**src/core/icr_map.svh**
```systemverilog
// register addresses, field positions, reset values and timing counts for the init config bank
// assumes a 5-bit register address taken from the command's first byte
`ifndef ICR_MAP_SVH
`define ICR_MAP_SVH

// ========================================
// addresses
`define ICR_ADDR_REG_SETUP     5'h05
`define ICR_ADDR_WDOG_SETUP    5'h06

// ========================================
// reset values
`define ICR_RST_REG_SETUP      8'h80
`define ICR_RST_WDOG_SETUP     8'h42
// fail_pin_second_pulse reset value is unspecified; taken as 0
`define ICR_RST_FAIL_PIN_2ND   1'b0

// ========================================
// regulator_setup fields
`define ICR_IO_SYNC_BIT        7
`define ICR_UV_SEL_LSB         5
`define ICR_HOLD_SEL_LSB       3
`define ICR_AUX_V_BIT          2
`define ICR_CYC_SEL_LSB        0

// ========================================
// watchdog_setup fields
`define ICR_IRQ_DL_BIT         7
`define ICR_MCU_OVERCURRENT_SEL_BIT         6
`define ICR_OVERCURRENT_TIMING_SEL_BIT         5
`define ICR_FAIL_2ND_BIT       4
`define ICR_WD_OP_LSB          2
`define ICR_WD_WIN_BIT         1
`define ICR_CRANK_BIT          0

// ========================================
// timing: clock period in ps, times taken as ns by ICR_US_TO_CYC (t * 1000 ps)
`define ICR_CLK_PS             5000
`define ICR_HOLD_0_US          1000
`define ICR_HOLD_1_US          5000
`define ICR_HOLD_2_US          10000
`define ICR_HOLD_3_US          20000
`define ICR_CYC_0_US           200
`define ICR_CYC_1_US           400
`define ICR_CYC_2_US           800
`define ICR_CYC_3_US           1600
`define ICR_US_TO_CYC(t)       (((t) * 1000) / `ICR_CLK_PS)

`endif

```
**src/core/icr_pkg.sv**
```systemverilog
// types shared by the init config bank
// assumes icr_map.svh for numbers
package icr_pkg;
    typedef enum logic [1:0] {
        ICR_UV_RST_HI  = 2'b00,
        ICR_UV_INT_HI  = 2'b01,
        ICR_UV_RST_LO  = 2'b10,
        ICR_UV_RST_HI2 = 2'b11
    } icr_uv_e;

    typedef enum logic [2:0] {
        ICR_HOLD_IDLE  = 3'b001,
        ICR_HOLD_COUNT = 3'b010,
        ICR_HOLD_DONE  = 3'b100
    } icr_hold_e;
endpackage : icr_pkg

```
**src/core/icr_init_config.sv**
```systemverilog
// init config bank: regulator_setup and watchdog_setup registers and the logic they steer
// assumes a decoded spi write strobe and register address, analog comparator flags synchronous to clk_sys_i
`timescale 1ns/1ps
`include "icr_map.svh"

module icr_init_config #(
    parameter int unsigned HOLD_0_CYC = `ICR_US_TO_CYC(`ICR_HOLD_0_US),
    parameter int unsigned HOLD_1_CYC = `ICR_US_TO_CYC(`ICR_HOLD_1_US),
    parameter int unsigned HOLD_2_CYC = `ICR_US_TO_CYC(`ICR_HOLD_2_US),
    parameter int unsigned HOLD_3_CYC = `ICR_US_TO_CYC(`ICR_HOLD_3_US),
    parameter int unsigned CYC_0_CYC  = `ICR_US_TO_CYC(`ICR_CYC_0_US),
    parameter int unsigned CYC_1_CYC  = `ICR_US_TO_CYC(`ICR_CYC_1_US),
    parameter int unsigned CYC_2_CYC  = `ICR_US_TO_CYC(`ICR_CYC_2_US),
    parameter int unsigned CYC_3_CYC  = `ICR_US_TO_CYC(`ICR_CYC_3_US)
) (
    // clock and reset
    input  wire logic       clk_sys_i,
    input  wire logic       rst_i,
    // register access from the spi command decoder
    input  wire logic       init_mode_i,
    input  wire logic       reg_wr_i,
    input  wire logic [4:0] reg_addr_i,
    input  wire logic [7:0] reg_wdata_i,
    output logic      [7:0] reg_rdata_o,
    output logic            reg_hit_o,
    // cyclic sense
    input  wire logic       cyclic_en_i,
    input  wire logic       cyclic_start_i,
    input  wire logic       wake_io_one_i,
    output logic            wake_io_zero_o,
    output logic            wake_io_one_sample_o,
    // undervoltage monitor
    input  wire logic       uv_below_hi_i,
    input  wire logic       uv_below_lo_i,
    output logic            uv_irq_o,
    output logic            system_reset_out_n_o,
    // aux regulator and watchdog options
    output logic            aux_supply_5v_o,
    output logic      [7:0] watchdog_setup_o
);
    localparam int unsigned CNT_W = 24;

    // refused at elaboration: a length the down-counters cannot hold
    if (HOLD_3_CYC == 0 || CYC_0_CYC == 0 ||
        HOLD_0_CYC >= (1 << CNT_W) || HOLD_1_CYC >= (1 << CNT_W) ||
        HOLD_2_CYC >= (1 << CNT_W) || HOLD_3_CYC >= (1 << CNT_W) ||
        CYC_0_CYC >= (1 << CNT_W) || CYC_1_CYC >= (1 << CNT_W) ||
        CYC_2_CYC >= (1 << CNT_W) || CYC_3_CYC >= (1 << CNT_W))
    begin : g_bad_count
        $error("icr_init_config: count parameter out of range");
    end

    function automatic logic [CNT_W-1:0] hold_len(input logic [1:0] sel);
        case (sel)
            2'b00:   hold_len = CNT_W'(HOLD_0_CYC);
            2'b01:   hold_len = CNT_W'(HOLD_1_CYC);
            2'b10:   hold_len = CNT_W'(HOLD_2_CYC);
            default: hold_len = CNT_W'(HOLD_3_CYC);
        endcase
    endfunction : hold_len

    function automatic logic [CNT_W-1:0] cyc_len(input logic [1:0] sel);
        case (sel)
            2'b00:   cyc_len = CNT_W'(CYC_0_CYC);
            2'b01:   cyc_len = CNT_W'(CYC_1_CYC);
            2'b10:   cyc_len = CNT_W'(CYC_2_CYC);
            default: cyc_len = CNT_W'(CYC_3_CYC);
        endcase
    endfunction : cyc_len

    // ========================================
    // registers
    logic [7:0] regulator_setup;
    logic [7:0] watchdog_setup;
    logic [7:0] next_regulator_setup;
    logic [7:0] next_watchdog_setup;
    logic [7:0] next_rdata;

    always_comb
    begin
        next_regulator_setup = regulator_setup;
        next_watchdog_setup  = watchdog_setup;
        // outside init mode the write is dropped silently
        if (reg_wr_i && init_mode_i)
        begin
            if (reg_addr_i == `ICR_ADDR_REG_SETUP)
                next_regulator_setup = reg_wdata_i;
            if (reg_addr_i == `ICR_ADDR_WDOG_SETUP)
                next_watchdog_setup = reg_wdata_i;
        end
        case (reg_addr_i)
            `ICR_ADDR_REG_SETUP:  next_rdata = regulator_setup;
            `ICR_ADDR_WDOG_SETUP: next_rdata = watchdog_setup;
            default:              next_rdata = 8'h00;
        endcase
    end

    always_ff @(posedge clk_sys_i)
    begin
        if (rst_i)
        begin
            regulator_setup <= `ICR_RST_REG_SETUP;
            watchdog_setup  <= `ICR_RST_WDOG_SETUP;
            reg_rdata_o     <= 8'h00;
        end
        else
        begin
            regulator_setup <= next_regulator_setup;
            watchdog_setup  <= next_watchdog_setup;
            reg_rdata_o     <= next_rdata;
        end
    end

    assign reg_hit_o        = (reg_addr_i == `ICR_ADDR_REG_SETUP) || (reg_addr_i == `ICR_ADDR_WDOG_SETUP);
    assign watchdog_setup_o = watchdog_setup;
    assign aux_supply_5v_o  = regulator_setup[`ICR_AUX_V_BIT];

    // ========================================
    // undervoltage response
    icr_pkg::icr_uv_e uv_sel;
    logic             uv_reset_req;
    logic             next_uv_irq;

    assign uv_sel = icr_pkg::icr_uv_e'(regulator_setup[`ICR_UV_SEL_LSB +: 2]);

    always_comb
    begin
        case (uv_sel)
            icr_pkg::ICR_UV_INT_HI:
            begin
                uv_reset_req = uv_below_lo_i;
                next_uv_irq  = uv_below_hi_i;
            end
            icr_pkg::ICR_UV_RST_LO:
            begin
                uv_reset_req = uv_below_lo_i;
                next_uv_irq  = 1'b0;
            end
            default:
            begin
                uv_reset_req = uv_below_hi_i;
                next_uv_irq  = 1'b0;
            end
        endcase
    end

    // ========================================
    // reset hold after recovery
    icr_pkg::icr_hold_e hold_st;
    icr_pkg::icr_hold_e next_hold_st;
    logic [CNT_W-1:0]   hold_cnt;
    logic [CNT_W-1:0]   next_hold_cnt;
    logic               next_rst_n;

    always_comb
    begin
        next_hold_st  = hold_st;
        next_hold_cnt = hold_cnt;
        next_rst_n    = 1'b0;
        case (hold_st)
            icr_pkg::ICR_HOLD_IDLE:
            begin
                if (!uv_reset_req)
                begin
                    next_hold_st  = icr_pkg::ICR_HOLD_COUNT;
                    next_hold_cnt = hold_len(regulator_setup[`ICR_HOLD_SEL_LSB +: 2]);
                end
            end
            icr_pkg::ICR_HOLD_COUNT:
            begin
                if (uv_reset_req)
                    next_hold_st = icr_pkg::ICR_HOLD_IDLE;
                else if (hold_cnt <= CNT_W'(1))
                begin
                    next_hold_st = icr_pkg::ICR_HOLD_DONE;
                    next_rst_n   = 1'b1;
                end
                else
                    next_hold_cnt = hold_cnt - CNT_W'(1);
            end
            icr_pkg::ICR_HOLD_DONE:
            begin
                next_rst_n = !uv_reset_req;
                if (uv_reset_req)
                    next_hold_st = icr_pkg::ICR_HOLD_IDLE;
            end
            default: next_hold_st = icr_pkg::ICR_HOLD_IDLE;
        endcase
    end

    always_ff @(posedge clk_sys_i)
    begin
        if (rst_i)
        begin
            hold_st              <= icr_pkg::ICR_HOLD_IDLE;
            hold_cnt             <= '0;
            system_reset_out_n_o <= 1'b0;
            uv_irq_o             <= 1'b0;
        end
        else
        begin
            hold_st              <= next_hold_st;
            hold_cnt             <= next_hold_cnt;
            system_reset_out_n_o <= next_rst_n;
            uv_irq_o             <= next_uv_irq;
        end
    end

    // ========================================
    // cyclic sense activation
    logic [CNT_W-1:0] cyc_cnt;
    logic [CNT_W-1:0] next_cyc_cnt;
    logic             next_io0;
    logic             next_sample;

    always_comb
    begin
        next_cyc_cnt = cyc_cnt;
        if (!cyclic_en_i)
            next_cyc_cnt = '0;
        else if (cyclic_start_i && cyc_cnt == '0)
            next_cyc_cnt = cyc_len(regulator_setup[`ICR_CYC_SEL_LSB +: 2]);
        else if (cyc_cnt != '0)
            next_cyc_cnt = cyc_cnt - CNT_W'(1);
        next_io0 = (next_cyc_cnt != '0);
        // sync mode: the input is only meaningful while its partner drives
        if (cyclic_en_i && regulator_setup[`ICR_IO_SYNC_BIT])
            next_sample = wake_io_zero_o && wake_io_one_i;
        else
            next_sample = wake_io_one_i;
    end

    always_ff @(posedge clk_sys_i)
    begin
        if (rst_i)
        begin
            cyc_cnt              <= '0;
            wake_io_zero_o       <= 1'b0;
            wake_io_one_sample_o <= 1'b0;
        end
        else
        begin
            cyc_cnt              <= next_cyc_cnt;
            wake_io_zero_o       <= next_io0;
            wake_io_one_sample_o <= next_sample;
        end
    end
endmodule : icr_init_config

```
**config.mk**
```make
export PLATFORM = sky130hd
export DESIGN_NAME = icr_init_config
export DESIGN_NICKNAME = d
export VERILOG_FILES = /design/src/core/icr_pkg.sv /design/src/core/icr_init_config.sv
export VERILOG_INCLUDE_DIRS = /design/src /design/src/core
export SDC_FILE = /design/constraint.sdc
export NUM_CORES = 1
export LEC_CHECK = 0
export BUFFER_PORTS_ARGS = -buffer_cell sky130_fd_sc_hd__clkbuf_2
export CAP_MARGIN = 5
export CORE_ASPECT_RATIO = 0.5
export CORE_MARGIN = 2
export CORE_UTILIZATION = 45
export DETAILED_ROUTE_END_ITERATION = 7
export GPL_TIMING_DRIVEN = 0
export PLACE_DENSITY = 0.74
export SYNTH_ARGS = -nofsm -noshare
export SYNTH_HDL_FRONTEND = slang
export SYNTH_SLANG_ARGS = --single-unit
```
**constraint.sdc**
```tcl
create_clock -name clk_sys_i -period 4.5 [get_ports clk_sys_i]
set_clock_uncertainty 0.1 [all_clocks]
set_input_delay 0.675 -clock clk_sys_i [delete_from_list [all_inputs] [get_ports clk_sys_i]]
set_output_delay 0.675 -clock clk_sys_i [all_outputs]
set_load 0.02 [all_outputs]
```
# ---- Yosys cells after proc, flatten, opt, wreduce, memory -nomap -nowiden
# Index checks and enable logic that the tools add are counted.
dict set report totals {
  ff_bits 79
  elab_cells 68
  out_inout_bits 22
  in_bits 22
}
dict set report classes {
  eq_ne 16
  magnitude_cmp 1
  n_addsub 2
  n_bitwise 1
  n_reduce_logical 18
  n_mux 20
}
# cell count
set ops {}
lappend ops {{$mux 24} 6}
lappend ops {{$pmux 24 s2} 1}
lappend ops {{$reduce_bool 24->1} 2}
lappend ops {{$sub 24x1->24 const B} 2}
lappend ops {{$pmux 12 s3} 1}
lappend ops {{$pmux 9 s3} 1}
lappend ops {{$le 24x1->1 const B} 1}
lappend ops {{$logic_not 24->1} 1}
lappend ops {{$pmux 8 s2} 1}
lappend ops {{$mux 3} 4}
lappend ops {{$eq 5x3->1 const B} 2}
lappend ops {{$pmux 3 s3} 1}
lappend ops {{$ne 2x2->1 const B} 4}
lappend ops {{$eq 2x1->1 const B} 3}
lappend ops {{$eq 2x2->1 const B} 3}
lappend ops {{$logic_and 1x1->1} 4}
lappend ops {{$logic_not 2->1} 2}
lappend ops {{$mux 1} 4}
lappend ops {{$reduce_and 2->1} 2}
lappend ops {{$reduce_and 4->1} 1}
lappend ops {{$reduce_or 2->1} 2}
lappend ops {{$eq 3x1->1 const B} 1}
lappend ops {{$eq 3x2->1 const B} 1}
lappend ops {{$eq 3x3->1 const B} 1}
lappend ops {{7 further kinds} 7}

# ---- Logic depth before layout (Yosys ltp)
dict set report depth {
  ltp_word 5
  mapped_depth 10
  mapped_depth_nobuf 9
}

# ---- Worst setup path before layout
# OpenSTA, ideal clock, no wires.
dict set report synth_path {
  kind {input to output}
  start {in reg_addr_i[3]}
  end {out reg_hit_o}
  n_path_buf 1
  slack_ps 1863
  stages 4
  required_time_ps 3725
  t_arrival_ps 1862
  path_cell_list {or3b_2 -> nor3b_1 -> clkbuf_1 -> or2_2}
}
dict set report synth_via {
  elab_chain_len 2
  elab_cells_between_ends 3
  cone_classes {2 x eq/ne; 1 x reduce/logical}
}
# element line_no
set synth_rtl {}
lappend synth_rtl {{start, declared} icr_init_config.sv:22} ;# input wire logic [4:0] reg_addr_i,
lappend synth_rtl {{$eq 5x3->1} --}
lappend synth_rtl {{$logic_or 1x1->1 *} icr_init_config.sv:114} ;# assign reg_hit_o = (reg_addr_i == `ICR_ADDR_REG_SETUP) || (reg_addr_i == `ICR_ADDR_WDOG_SETUP);
lappend synth_rtl {{end, declared} icr_init_config.sv:25} ;# output logic reg_hit_o,
# Mark *: on every way between the ends. The rest lies on a longest branch, timed or not.

# ---- Worst setup path in the final report
# Ends and elaborated chain as after synthesis.

==> metrics.md <==
| Metric | Value |
|---|---|
| First-pass GRT wire length | approximately 17000 µm |
| Hold Crit Depth | 2 |
| H-tree depth | 3 |
| Final hold vios | 0 |
| Post-synth EDFFs | 0 |
| Worst setup EP type | primary output |
| CTS root buffer | clkbuf_16 |
| Area leader, netlist | dfxtp_1 |
| RSZ-0062 raised after global routing | false |
| Avg WL per Cell | 15.1 µm |
| Maximum number of pins on one net before global-route repair | 15 |
| Maximum VDD drop | about 0.31 mV |
| # nets final | a little under 600 |
| Worst Path Required | 3.72 ns |
| Fmax achieved | 0.333 GHz |
| Max-slew violation count | 0 |
| Die area | 9950 µm² |
| Final wirelength | around 10000 µm |
| Row count | 24 |
| Worst-path clk slew | roughly 0.06 ns |
| Tightest hold margin | about 0.37 ns |
| Drt pass-1 iters | 6 |
| Post-route setup TNS | 0 ns |
| Fraction of layout cells with a size suffix above 1 | between 15 and 20% |
| Post-synthesis cell area | approximately 4000 µm² |
| I/O pin count | 44 |
| Hold Path Sink | watchdog_setup_o[5]$_SDFFE_PP0P_ |
| Initial DRC Count | about 420 |
| Syn-to-layout area delta | 16.8% |
| Worst slew margin | 48.0% |
| Post-CTS Hold Buffers | 0 |
| Startpoint Class | input port |
| Initial antenna violation count | 0 |
| Total power | about 3400 µW |
| Syn Nets | 533 |
| Top-area cell type share of the netlist area | 38.5% |
| Total track usage | approximately a fifth |
| Final Cycle Share | 66.7% |
| GP Congestion | between 0.9 and 1 |
| Grt ovf | 0 |
| Leak | around 0.0019 µW |
| Post-CTS setup buffer count | 0 |
| Hold path startpoint | watchdog_setup_o[5]$_SDFFE_PP0P_ |
| Reg2reg start | cyc_cnt[0]$_SDFF_PP0_ |
| Vias | about 3800 |
| Crit path buffers/inverters | 3 |
| CTS sink count | just under 80 |
| Distinct cell type count of the synthesized netlist | 65 |
| Maximum fanout along the worst path | 10 |
| Die Ht | 71.5 µm |
| CTS tree | done |
| Later-pin clock latency in the skew report | ~0.34 ns |
| Starting Density | a little under half |
| Power Density | about 710 nW/µm² |
| Ys flop type | dfxtp_1 |
| Hold crit path type | flip-flop to flip-flop |
| Setup CP Type | input port to primary output |
| Reg2Reg Setup Slack | 1.52 ns |
| R2r worst-path depth | 10 |
| Slowest CP cell | or3b_2 |
| DRT antenna net count | 0 |
| IO Port Bufs | 42 |
| Async SR Flop Fraction | 0% |
| Final min period | between 3 and 4 ns |
| Filler Cells Inserted | a little over 800 |
| Post-synthesis sequential area ratio | 38.5% |
| Die X | roughly 140 µm |
| Ys Warns | 0 |
| Post-cts gate resize count | 0 |
| Worst Path Arrival | ~2.2 ns |
| CP peak stage delay | approximately 0.48 ns |
| Vias in the first global route | 3549 |
| Crit path launch | reg_addr_i[3] |
| Outcome | complete, no violations |
| DR vias/cell | around 5.6 |
| Top cells by area, synth | dfxtp_1 (39%), nor2_1 (7.7%), nand2_1 (4.3%) |
| # diodes | 0 |
| Cells after synthesis | 506 |
| Post-synthesis register bit count | just under 80 |
| Post-Syn Area per Cell | 8.11 µm² |
| Detailed placer's ending HPWL | 7330 µm |
| Reg2reg end | wake_io_zero_o$_SDFF_PP0_ |
| Cts bufs inserted | 9 |
| Most common cell on crit path | clkbuf_2 |
| Max Cap Viol | 0 |
| Worst slew pin tran | between 0.7 and 0.8 ns |
| Clk buf depth | 2 |
| # setup viols final | 0 |
| CP delay by family, top | simple AND/OR/NAND/NOR gates |
| DR DRC count | 0 |
| Critical path cell sequence | clkbuf_2, or3b_2, nor3b_1, clkbuf_1, or2_2, clkbuf_2 |
| Core area | ~8800 µm² |
-- cells by family after synthesis --
family | synth area share (%)
AOI/OAI and AO/OA | 13.8
xor gates and xnor gates | 5.34
adders and majority gates | 1.52
buffers and inverters | 4.05
DFF | 38.5
muxes | 3.54
and+or+nand+nor | 33.2
-- how the worst max path moves through the flow --
stage / depth (start not counted) / to
after floorplan: 4 / reg_hit_o
after global placement: 6 / reg_hit_o
after detailed placement: 6 / reg_hit_o
after CTS: 6 / reg_hit_o
after global routing: 10 / wake_io_zero_o$_SDFF_PP0_
final: 6 / reg_hit_o
-- area by class of cell --
type	count	area, µm²	area share (%)
Clock inverter	6	93.8	1.96
Buffer	24	110	2.30
Timing Repair Buffer	42	210	4.39
Tap cell	117	146	3.05
Multi-Input combinational cell	388	2360	49.2
Inverter	15	56.3	1.17
Clock buffer	10	239	4.99
Sequential cell	79	1580	33.0
-- power by group --
| part | switching, µW | total [µW] | internal (µW) |
|---|---|---|---|
| clock network | 300 | 804 | 504 |
| registers | 113 | 909 | 796 |
| logic | 1000 | 1670 | 670 |
| total | 1410 | 3380 | 1970 |
-- state kept, by name (all words and copies together) (netlist names) --
name / count
cyc_cnt: 24
hold_cnt: 24
reg_rdata_o: 8
regulator_setup: 8
watchdog_setup_o: 8
hold_st: 3
system_reset_out_n_o: 1
uv_irq_o: 1
wake_io_one_sample_o: 1
wake_io_zero_o: 1
-- cells in the mapped netlist (all sizes together) (10+ instances only) --
cell / instances
inv: 15
nand3: 22
xnor2: 16
nor3: 28
clkbuf: 13
mux2i: 10
o21ai: 22
nand2: 48
dfxtp: 79
buf: 11
a21oi: 23
nor2: 85
nor4: 13
-- worst min-delay path: stages (launching register included) --
cell and delay [ns]:
dfxtp_1 0.32, nand2_1 0.06, a21oi_1 0.05
-- stage by stage --
step           cells  area [µm²]  setup slack, ns  utilization, %
3_5_place_dp     665        4460             1.51            50.9
3_3_place_gp     665        4460             1.51            50.9
2_1_floorplan    506        4100             1.86               -
5_1_grt          681        4790             1.28            54.7
6_report         681        4790             1.50            54.7
4_1_cts          681        4790             1.50            54.7
-- placed cells by master, fill, tap and decap left out, types with 3 or more instances in the layout --
master and count:
nand3b_1 5, o21ai_0 19, dfxtp_1 79, and4_1 3
nand4b_1 3, and3_1 4, o21ai_1 3, a211oi_1 3
clkinv_4 3, nand3_1 21, inv_1 15, nand2b_1 7
o31ai_1 4, or3_1 6, buf_2 7, nor3_1 26
xor2_1 9, ha_1 5, clkbuf_16 9, mux2_2 4
nor4_1 9, nor3b_1 6, a31oi_1 5, nor2_1 84
or2_2 3, nand2_1 47, clkbuf_2 42, mux2i_1 10
a21oi_1 23, nand4_1 5, clkbuf_1 13, xnor2_1 16
nor2b_1 7, a22oi_1 8
-- layer usage --
| layer | vias up | global-route usage, % | share of wire (%) |
|---|---|---|---|
| met5 | - | 0 | 0 |
| met4 | 0 | 6.29 | 1.1 |
| met3 | 14 | 6.28 | 6.1 |
| met2 | 126 | 35.7 | 48 |
| met1 | 1797 | 27.2 | 45 |
| li1 | 1909 | - | - |
Note: power is estimated with default switching activity, not from simulation.
